===== src/fsc_pkg.sv =====
// Constants and carrier types for the fan speed and protection control.
// Assumes a single 125 MHz clock; all counts derive from these figures.
`default_nettype none
package fsc_pkg;
	// ****************************************************************
	// Timing
	// ****************************************************************
	localparam int CLK_MHZ = 125;
	localparam int RETRY_S = 4;
	localparam longint RETRY_CYC = longint'(RETRY_S) * CLK_MHZ * 1000000;
	localparam int LOCK_MS = 500;
	localparam longint LOCK_CYC = longint'(LOCK_MS) * CLK_MHZ * 1000;
	localparam int SOFT_STEP_US = 100;
	localparam int SOFT_STEP_CYC = SOFT_STEP_US * CLK_MHZ;
	localparam int SWITCH_STEP_CYC = 16;
	// Drive PWM carrier: 8-bit duty, 256 cycles per carrier period
	localparam int DUTY_W = 8;
	localparam int CNT_W = 32;
	localparam int MEAS_W = 16;
	localparam logic [DUTY_W-1:0] DUTY_FULL = 8'hFF;
	localparam logic [DUTY_W-1:0] DUTY_ZERO = 8'h00;
	localparam logic [DUTY_W-1:0] SOFT_INC = 8'h01;
	localparam logic [DUTY_W-1:0] SWITCH_INC = 8'h10;

	// ****************************************************************
	// Types
	// ****************************************************************
	typedef enum logic [1:0] {
		FSC_RUN = 2'b00,
		FSC_SOFT = 2'b01,
		FSC_WAIT = 2'b10,
		FSC_HOT = 2'b11
	} fsc_mode_t;

	typedef struct packed {
		logic a_drive;
		logic a_oe;
		logic b_drive;
		logic b_oe;
	} fsc_bridge_t;

	typedef struct packed {
		logic thermal_shutdown;
		logic overcurrent_trip;
		logic hall_pos_in;
		logic hall_neg_in;
		logic speed_pwm;
	} fsc_pins_t;

	typedef struct packed {
		fsc_pins_t s1;
		fsc_pins_t s2;
		logic hall_last;
		fsc_mode_t mode;
		logic [CNT_W-1:0] timer;
		logic [CNT_W-1:0] lock_timer;
		logic [DUTY_W-1:0] ramp;
		logic [DUTY_W-1:0] sw_gain;
		logic [4:0] sw_timer;
		logic [MEAS_W-1:0] period_cnt;
		logic [MEAS_W-1:0] high_cnt;
		logic [DUTY_W-1:0] cmd_duty;
		logic [DUTY_W-1:0] carrier;
		fsc_bridge_t bridge;
		logic tach_low;
	} fsc_state_t;
endpackage : fsc_pkg
`default_nettype wire


===== src/fsc_fan_ctrl.sv =====
// Fan speed mapping, commutation, soft switch and protection sequencer.
// Assumes reset_n is driven low by undervoltage lockout logic outside.
// Clock enable low freezes every register, synchronisers included.
`default_nettype none
module fsc_fan_ctrl
	import fsc_pkg::*;
#(
	parameter longint RETRY_CYCLES = RETRY_CYC,
	parameter longint LOCK_CYCLES = LOCK_CYC,
	parameter int SOFT_CYCLES = SOFT_STEP_CYC
) (
	// Clock, reset and enable
	input wire logic clock,
	input wire logic reset_n,
	input wire logic clk_en,
	// Host speed input
	input wire logic speed_pwm,
	// Configuration from the minimum-speed setting
	input wire logic [DUTY_W-1:0] min_duty_threshold,
	input wire logic [DUTY_W-1:0] min_speed_set,
	// Power side sensing
	input wire logic hall_pos_in,
	input wire logic hall_neg_in,
	input wire logic overcurrent_trip,
	input wire logic thermal_shutdown,
	// Motor bridge
	output logic phase_out_a,
	output logic phase_out_a_oe,
	output logic phase_out_b,
	output logic phase_out_b_oe,
	// Tachometer open-drain output
	output logic tach_out,
	output logic tach_out_oe,
	// Status
	output logic drive_active,
	output logic lock_active
);
	// ****************************************************************
	// Terminal counts
	// ****************************************************************
	// Counters compare against count minus one, so a figure of N
	// cycles spans exactly N enabled clocks. Parameters let a bench
	// shorten the seconds-long intervals.
	localparam logic [CNT_W-1:0] RETRY_N = CNT_W'(RETRY_CYCLES - 1);
	localparam logic [CNT_W-1:0] LOCK_N = CNT_W'(LOCK_CYCLES - 1);
	localparam logic [CNT_W-1:0] SOFT_N = CNT_W'(SOFT_CYCLES - 1);
	localparam logic [4:0] SW_N = 5'(SWITCH_STEP_CYC - 1);

	// All state in one packed word; next_st is its copy, built each
	// cycle and registered while the clock enable is high
	fsc_state_t st;
	fsc_state_t next_st;
	fsc_pins_t pins;
	// Derived each cycle from the registered state
	logic hall_now;
	logic hall_edge;
	logic [DUTY_W-1:0] target;
	logic [DUTY_W-1:0] eff_duty;
	logic [DUTY_W-1:0] scaled;
	logic [2*DUTY_W-1:0] prod;
	logic pwm_on;
	logic lock_flag;

	// ****************************************************************
	// Input bundle
	// ****************************************************************
	// Raw pins gathered into one word, so both synchroniser stages
	// copy the same bundle
	assign pins = '{thermal_shutdown: thermal_shutdown,
		overcurrent_trip: overcurrent_trip, hall_pos_in: hall_pos_in,
		hall_neg_in: hall_neg_in, speed_pwm: speed_pwm};

	// ****************************************************************
	// Combinational helpers
	// ****************************************************************
	// Hall comparator result and edge from synchronised inputs
	assign hall_now = st.s2.hall_pos_in & ~st.s2.hall_neg_in;
	// hall_last trails hall_now by one clock, so each change of
	// Hall state gives a one-cycle edge pulse
	assign hall_edge = hall_now ^ st.hall_last;
	// Speed map: full, variable, or floor at minimum setting
	// Variable region never drops below the floor, so the map stays
	// monotonic across the threshold
	always_comb begin
		if (st.cmd_duty == DUTY_FULL) begin
			target = DUTY_FULL;
		end else if (st.cmd_duty > min_duty_threshold) begin
			target = (st.cmd_duty > min_speed_set) ?
				st.cmd_duty : min_speed_set;
		end else begin
			target = min_speed_set;
		end
	end
	// Soft-start ramp limits target, soft switch scales it
	// Ramp caps the target only while soft start runs
	assign eff_duty = (st.mode == FSC_SOFT && st.ramp < target) ?
		st.ramp : target;
	// Soft switch gain scales drive; full gain passes it unchanged
	assign prod = eff_duty * st.sw_gain;
	assign scaled = (st.sw_gain == DUTY_FULL) ? eff_duty :
		prod[2*DUTY_W-1:DUTY_W];
	// Full drive keeps the pair on across the carrier wrap, else the
	// last carrier count would glitch the bridge off
	assign pwm_on = (st.mode == FSC_RUN || st.mode == FSC_SOFT) &&
		(st.carrier < scaled || scaled == DUTY_FULL);
	// Overcurrent waits keep tach released, so only a lock wait
	// shows the flag
	assign lock_flag = st.mode == FSC_WAIT && st.tach_low;

	// ****************************************************************
	// Next state
	// ****************************************************************
	always_comb begin
		next_st = st;
		// Two-flop synchronisers
		// The speed edge detect also reads the first stage, which may
		// still settle from metastability; all else reads the second
		next_st.s1 = pins;
		next_st.s2 = st.s1;
		next_st.hall_last = hall_now;
		next_st.carrier = st.carrier + 8'h01;
		// Measure input duty over one full host period, rise to rise.
		// A duty taken at the falling edge would see the high time
		// equal to the elapsed time and always read as full.
		next_st.period_cnt = st.period_cnt + 16'h0001;
		if (st.s2.speed_pwm) begin
			next_st.high_cnt = st.high_cnt + 16'h0001;
		end
		// Rising edge of the synchronised input closes a period
		if (st.s1.speed_pwm && !st.s2.speed_pwm) begin
			if (st.period_cnt == st.high_cnt) begin
				next_st.cmd_duty = DUTY_FULL;
			end else begin
				// High time in 256ths of the period
				next_st.cmd_duty = DUTY_W'(({8'h00, st.high_cnt} << 8) /
					{8'h00, st.period_cnt});
			end
			// This cycle is the first of the new period
			next_st.period_cnt = 16'h0001;
			next_st.high_cnt = 16'h0000;
		end
		// Steady low or high input: 0 or 100 percent.
		// A parked pin never closes a period, so counter overflow
		// doubles as the steady-level detector.
		if (st.period_cnt == 16'hFFFF) begin
			next_st.cmd_duty = st.s2.speed_pwm ? DUTY_FULL : DUTY_ZERO;
			next_st.period_cnt = 16'h0000;
			next_st.high_cnt = 16'h0000;
		end
		// Soft switch: drop drive at each commutation then ramp back
		// Gain climbs in steps instead of jumping, so winding current
		// changes smoothly at every phase switch
		if (hall_edge) begin
			next_st.sw_gain = DUTY_ZERO;
			next_st.sw_timer = 5'h00;
			next_st.tach_low = hall_now;
		end else if (st.sw_gain != DUTY_FULL) begin
			next_st.sw_timer = st.sw_timer + 5'h01;
			if (st.sw_timer == SW_N) begin
				next_st.sw_timer = 5'h00;
				next_st.sw_gain = (st.sw_gain > DUTY_FULL - SWITCH_INC) ?
					DUTY_FULL : st.sw_gain + SWITCH_INC;
			end
		end
		// Lock detect timer restarts on every Hall edge
		// Held at zero while not driving, so a retry gets a full
		// detect window before it can lock again
		if (hall_edge || st.mode == FSC_WAIT || st.mode == FSC_HOT) begin
			next_st.lock_timer = '0;
		end else begin
			next_st.lock_timer = st.lock_timer + 32'h00000001;
		end
		next_st.timer = st.timer + 32'h00000001;
		// Protection sequencer
		// Priority: thermal, then overcurrent, then lock.
		// One timer serves the soft-start steps and the retry wait.
		case (st.mode)
			FSC_RUN, FSC_SOFT: begin
				// Driving: step the ramp, watch for faults
				if (st.mode == FSC_SOFT && st.timer >= SOFT_N) begin
					next_st.timer = '0;
					if (st.ramp >= target) begin
						next_st.mode = FSC_RUN;
					end else begin
						next_st.ramp = st.ramp + SOFT_INC;
					end
				end
				if (st.s2.thermal_shutdown) begin
					next_st.mode = FSC_HOT;
				end else if (st.s2.overcurrent_trip) begin
					next_st.mode = FSC_WAIT;
					next_st.timer = '0;
					next_st.tach_low = 1'b0;
				end else if (st.lock_timer >= LOCK_N) begin
					next_st.mode = FSC_WAIT;
					next_st.timer = '0;
					next_st.tach_low = 1'b1;
				end
			end
			FSC_WAIT: begin
				// Tach holds its entry value: low for a lock, released
				// for overcurrent, so Hall edges cannot fake a lock
				// flag while the motor coasts
				next_st.tach_low = st.tach_low;
				if (st.s2.thermal_shutdown) begin
					next_st.mode = FSC_HOT;
				end else if (st.timer >= RETRY_N) begin
					next_st.mode = FSC_SOFT;
					next_st.timer = '0;
					next_st.ramp = DUTY_ZERO;
					// Tach follows the Hall state again on restart
					next_st.tach_low = hall_now;
				end
			end
			FSC_HOT: begin
				// Drive stays off until the thermal flag clears
				if (!st.s2.thermal_shutdown) begin
					next_st.mode = FSC_SOFT;
					next_st.timer = '0;
					next_st.ramp = DUTY_ZERO;
				end
			end
			default: begin
				// All four encodings are named; an unknown mode falls back to a soft start
				next_st.mode = FSC_SOFT;
			end
		endcase
		// Bridge: on-time drives the pair that the Hall state selects.
		// Off-time floats A and holds B low, so winding current
		// recirculates through the low side.
		// Out of drive every enable drops and the motor coasts.
		next_st.bridge.a_drive = 1'b0;
		next_st.bridge.a_oe = 1'b0;
		next_st.bridge.b_drive = 1'b0;
		next_st.bridge.b_oe = 1'b0;
		if (pwm_on) begin
			// Hall high: B pulled high; Hall low: A pulled high
			next_st.bridge.a_drive = !hall_now;
			next_st.bridge.a_oe = 1'b1;
			next_st.bridge.b_drive = hall_now;
			next_st.bridge.b_oe = 1'b1;
		end else if (st.mode == FSC_RUN || st.mode == FSC_SOFT) begin
			// A released, B sinking
			next_st.bridge.b_oe = 1'b1;
		end
	end

	// ****************************************************************
	// State register
	// ****************************************************************
	always_ff @(posedge clock) begin
		if (!reset_n) begin
			// Soft start at zero ramp, so drive after undervoltage
			// always ramps up
			st <= '{mode: FSC_SOFT, sw_gain: DUTY_FULL, default: '0};
		end else if (clk_en) begin
			st <= next_st;
		end
	end

	// ****************************************************************
	// Outputs
	// ****************************************************************
	assign phase_out_a = st.bridge.a_drive;
	assign phase_out_a_oe = st.bridge.a_oe;
	assign phase_out_b = st.bridge.b_drive;
	assign phase_out_b_oe = st.bridge.b_oe;
	// Tach is open drain: the pin only ever sinks, never drives high;
	// enable high pulls it low
	assign tach_out = 1'b0;
	assign tach_out_oe = st.tach_low;
	// Status from registered mode, free of input glitches
	// Lock flag stays low during overcurrent waits
	assign drive_active = st.mode == FSC_RUN || st.mode == FSC_SOFT;
	assign lock_active = lock_flag;
endmodule : fsc_fan_ctrl
`default_nettype wire


===== config.mk =====
export PLATFORM = sky130hd
export DESIGN_NAME = fsc_fan_ctrl
export DESIGN_NICKNAME = d
export VERILOG_FILES = /design/src/fsc_pkg.sv /design/src/fsc_fan_ctrl.sv
export SDC_FILE = /design/constraint.sdc
export NUM_CORES = 1
export LEC_CHECK = 0
export BUFFER_PORTS_ARGS = -buffer_cell sky130_fd_sc_hd__buf_2
export CORE_AREA = 2 2 166 234
export CTS_BUF_LIST = sky130_fd_sc_hd__clkbuf_4 sky130_fd_sc_hd__clkbuf_8 sky130_fd_sc_hd__clkbuf_16
export DETAILED_ROUTE_END_ITERATION = 10
export DIE_AREA = 0 0 168 236
export PLACE_DENSITY = 0.93
export SLEW_MARGIN = 20
export SYNTH_ARGS = -nofsm -noshare
export SYNTH_HDL_FRONTEND = slang
export SYNTH_SLANG_ARGS = --single-unit

===== constraint.sdc =====
create_clock -name clock -period 68.3 [get_ports clock]
set_input_delay 3.415 -clock clock [delete_from_list [all_inputs] [get_ports clock]]
set_output_delay 3.415 -clock clock [all_outputs]
set_load 0.05 [all_outputs]

# [Word-level counts from Yosys, hierarchy flattened]
# Cells that the tools add are included.
[op_classes] addsub=8 n_mul=1 div_mod_pow=1 magnitude_cmp=9 eq_ne=18 mux=42 n_bitwise=3 n_reduce_logical=24
[op_table] op="34-bit 2-to-1 mux" n=5
[op_table] op="8-bit 2-to-1 mux" n=13
[op_table] op="34-bit case mux with 3 select lines" n=1
[op_table] op="32-bit 2-to-1 mux" n=3
[op_table] op="40-bit 2-to-1 mux" n=2
[op_table] op="32-bit by 1-bit adder with 32-bit output (second input constant)" n=2
[op_table] op="13-bit 2-to-1 mux" n=3
[op_table] op="16-bit by 1-bit adder with 16-bit output (second input constant)" n=2
[op_table] op="32-bit by 14-bit >= comparator with 1-bit output (second input constant)" n=1
[op_table] op="32-bit by 26-bit >= comparator with 1-bit output (second input constant)" n=1
[op_table] op="32-bit by 29-bit >= comparator with 1-bit output (second input constant)" n=1
[op_table] op="24-bit by 16-bit divider with 24-bit output" n=1
[op_table] op="8-bit equality test (second input constant)" n=3
[op_table] op="8-bit case mux with 3 select lines" n=1
[op_table] op="8-bit by 1-bit adder with 8-bit output (second input constant)" n=2
[op_table] op="16-bit equality test" n=1
[op_table] op="16-bit equality test (second input constant)" n=1
[op_table] op="8-bit > comparator" n=2
[op_table] op="8-bit less-than comparator" n=2
[op_table] op="8-bit by 8-bit multiplier with 16-bit output" n=1
[op_table] op="16-bit 2-to-1 mux" n=1
[op_table] op="5-bit != test (second input constant)" n=2
[op_table] op="8-bit by 5-bit adder with 8-bit output (second input constant)" n=1
[op_table] op="8-bit >= comparator" n=1
[op_table] op="27 further kinds" n=53
[word_totals] regBits=151 input_bits=24 out_inout_bits=8 wordCells=132

# [Longest topological paths before layout]
[logic_depth] word_depth=13 ltp_mapped=269 ltp_nobuf=247

# [Worst setup path after synthesis]
# OpenSTA, ideal clock, no wires.
[synth_timing] kind="reg-to-reg" from="register st[37] in the netlist's numbering" to="register st[13] in the netlist's numbering" setup_ns=0.129 arrival_ns=53.345 required_ns=68.171 path_slack_ns=14.826 path_stages_with_launch=254 path_buffers=23 synth_period_minus_slack_ns=53.474 path_cell_list="dfxtp_1 -> clkbuf_1 -> inv_1 -> clkbuf_1 -> ha_1 -> or3b_2 -> o41ai_1 -> a41oi_1 -> nor2_1 -> ha_1 -> o21a_1 -> o21ai_0 -> nor2_1 -> or3_1 -> nand2_1 -> ha_1 -> nor2_1 -> a2111oi_0 -> [218 not listed] -> buf_4 -> buf_2 -> nor2_1 -> a21oi_1 -> ha_1 -> a21oi_1 -> nor2b_1 -> o21ai_0 -> nand2_1 -> a21oi_1 -> nor2b_1 -> o21ai_0 -> nand2b_1 -> a2111oi_0 -> o21ai_0 -> a211oi_1 -> o211a_1 -> a31oi_1"
[synth_via] elab_chain_cells=4 elab_cells_between_ends=8 cone_classes="1 x div; 2 x eq/ne; 3 x mux; 2 x reduce/logical"
[synth_lines] item="from (decl)" line_no="fsc_fan_ctrl.sv:51" text="fsc_state_t st;"
[synth_lines] item="from (signal assigned)" line_no="fsc_fan_ctrl.sv:257" text="st <= next_st;"
[synth_lines] item="24-bit by 16-bit divider with 24-bit output / 16-bit equality test (equally long branches)" line_no="fsc_fan_ctrl.sv:135, fsc_fan_ctrl.sv:131"
[synth_lines] item="8-bit 2-to-1 mux" line_no="fsc_fan_ctrl.sv:131" text="if (st.period_cnt == st.high_cnt) begin"
[synth_lines] item="40-bit 2-to-1 mux" line_no="fsc_fan_ctrl.sv:130" text="if (st.s1.speed_pwm && !st.s2.speed_pwm) begin"
[synth_lines] item="40-bit 2-to-1 mux" line_no="fsc_fan_ctrl.sv:145" text="if (st.period_cnt == 16'hFFFF) begin"
# Parallel ways exist; a longest one is shown, timed or not. The select of a mux whose other input is x is not followed.
# A chain may end at the register's enable or synchronous reset.

# [Final worst setup path]
[layout_timing] from="register st[52] in the netlist's numbering" to="register st[13] in the netlist's numbering"
# Same word-level chain as after synthesis.

==> qor.csv <==
stage,metric,value,unit
synth,synth.avg_cell_area,7.30,µm²
finish,nFillCells,3112,
sta,period_share,90.0,%
synth,synth_nets,3801,
global_routing,antenna_found_initial,2,
clock_network,clock-root-buffer,clkbuf_16,
clock_network,cts_made_buffers,17,
synth,seq_area_frac_synth,11.9,%
detailed_routing,wirelength,77.8,mm
critical_path,crit_slowest_cell,a2111oi_1,
global_routing,grt_max_degree,38,
synth,async_flop_share,0,%
clock_network,hold_buffers,0,
sta,relSlewSlack,29.3,%
synth,postSynthCellCount,3408,
sta,tightestPinTransition,1.06,ns
global_routing,first_global_vias,25800,
finish,seqCellArea,2960,µm²
finish,layout.nets,3767,
place,dpl.hpwl,59.6,mm
detailed_routing,drtPass1Iterations,7,
critical_path,cp_num_buf_inv,13,
sta,skew,0.0115,ns
finish,final_common_cell,nor2_1,
sta,rsz0062_at_grt,false,
synth,netlist.area_leader.share,16.7,%
synth,synth_flop_cell,dfxtp_1,
synth,yosysTopAreaCell,ha_1,
sta,period_needed,61.46,ns
global_routing,globalRouteOverflowTotal,0,
sta,finalHoldViolCount,0,
sta,layout_setup_ws,6.84,ns
floorplan,die_w,168,µm
critical_path,worstPathRequired,68.62,ns
critical_path,cp-end-kind,register,
run_status,status,completed,
place,io_buffers,30,
clock_network,htreeDepth,4,
critical_path,critPathKind,reg2reg,
floorplan,die_y,236,µm
critical_path,cp-start-kind,register,
floorplan,dieArea,39600,µm²
global_routing,grt_pass1_wl,123,mm
detailed_routing,viasPerCell,6.82,
floorplan,floorplan.initialDensity,65.9,%
place,gp_congestion,1.05,
critical_path,critPathTopFamily,compound AO/OA/AOI/OAI gates,
floorplan,core_area,37800,µm²
flow_run,max-cap-violations,0,
clock_network,post_cts.repair.setup_buffers,0,
worst_hold_path,hp-class,reg2reg,
detailed_routing,routedWlPerCell,20.1,µm
sta,fmax,16.3,MHz
sta,setup_viol,0,
clock_network,insertion_delay,0.45,ns
detailed_routing,ant_nets,0,
clock_network,clockBufferDepth,2,
finish,multiInputGateArea,20800,µm²
synth,ys_types,99,
floorplan,rows,85,
clock_network,clock_sinks,148,
sta,setup-tns-final,0,ns
critical_path,crit_path_max_fanout,36,
synth,mappedNetlistArea,24900,µm²
finish,final_cell_mix,"369 x nor2_1, 338 x nand2_1, 333 x ha_1, 248 x a21oi_1, 206 x o21ai_0",
detailed_routing,via_count,26400,
critical_path,cpPeakStageDelay,0.94,ns
synth,synth_area_leaders,"ha_1 17%, dfxtp_1 12%, nor2_1 5.6%",
synth,ys_ff_latch,148,
floorplan,io_pins,32,
critical_path,critPathArrivalTime,61.78,ns
detailed_routing,drtIter0Drc,2078,
finish,layout-drive-gt1-share,6.91,%
synth,yosys_warnings,0,
detailed_routing,route.detailed.drc,0,
clock_network,post_cts_resized,0,
place,pre_cts_ws,7.85,ns
global_routing,track_usage,37.9,%
critical_path,cp_common_cell,o21ai_0,
finish,area_growth,4.42,%
synth,synth_edf_count,0,
clock_network,tritoncts,done,
sta,slew_violations,0,
clock_network,clk_pin_slew,0.07,ns
-- stage by stage --
step           area [µm²]  util, %  hold WS (ns)  instances
2_1_floorplan       24900        -         0.412       3408
6_report            26000     68.8         0.448       3867
3_5_place_dp        25400     67.3         0.437       3833
4_1_cts             26000     68.8         0.446       3865
5_1_grt             26000     68.8         0.489       3867
3_3_place_gp        25400     67.3         0.423       3833
-- final timing paths --
check | startpoint | endpoint | slack, ns | cells past startpoint
worst min register to register | st[57] | st[57] | 0.45 | 2
worst max register to register | st[52] | st[13] | 6.84 | 240
worst min-delay path | st[57] | st[57] | 0.45 | 2
worst max-delay path | st[52] | st[13] | 6.84 | 240
-- flip-flops by register name, indices dropped and copies added (netlist names) --
signal	cells
st	138
next_st	5
phase_out_a	1
phase_out_a_oe	1
phase_out_b	1
phase_out_b_oe	1
tach_out_oe	1
-- cell type report --
type / count / area share [%]
Antenna cell: 2 / 0.0193
Clock buffer: 18 / 1.69
Sequential cell: 148 / 11.4
Inverter: 179 / 2.58
Tap cell: 478 / 2.30
Timing Repair Buffer: 61 / 1.47
Multi-Input combinational cell: 2967 / 80.1
Clock inverter: 14 / 0.467
-- cell families after synthesis --
| kind of cell | share of synthesized area (%) |
|---|---|
| xor gates and xnor gates | 8.94 |
| DFF | 11.9 |
| buffers and inverters | 4.56 |
| and+or+nand+nor | 24.6 |
| muxes | 4.83 |
| AOI/OAI and AO/OA | 25.5 |
| adders and majority gates | 19.6 |
| other | 0.0151 |
-- cell usage after synthesis (9+ instances only) --
library cell / number
a2111oi_0: 9
a211o_1: 14
a211oi_1: 22
a21boi_0: 27
a21o_1: 94
a21oi_1: 248
a31oi_1: 19
and2_1: 39
and3_1: 48
clkbuf_1: 95
dfxtp_1: 148
fa_1: 36
ha_1: 333
inv_1: 175
mux2_2: 69
mux2i_1: 39
nand2_1: 338
nand2b_1: 40
nand3_1: 91
nand3b_1: 10
nand4_1: 70
nor2_1: 369
nor2b_1: 36
nor3_1: 100
nor3b_1: 10
nor4_1: 14
o211ai_1: 40
o21a_1: 75
o21ai_0: 206
o21ai_1: 9
o21bai_1: 14
o22ai_1: 10
o31ai_1: 46
or2_2: 17
or3_1: 35
or4_1: 15
xnor2_1: 144
xor2_1: 110
-- worst min-delay path, cell delays in order (launching register included) --
cell and delay, ns:
dfxtp_1 0.31, nand2_1 0.06, a21oi_1 0.04
-- layer usage --
layer  up-vias  GRT usage, %  share of wire (%)
met5         -             0                  0
li1      12400             -                  -
met1     12100          37.0                 35
met3       576          5.49                6.7
met2      1347          67.9                 48
met4         0          35.7                 11
Power is not shown: default switching activity piles up to over one toggle a cycle in this logic, so the estimate is an artifact.
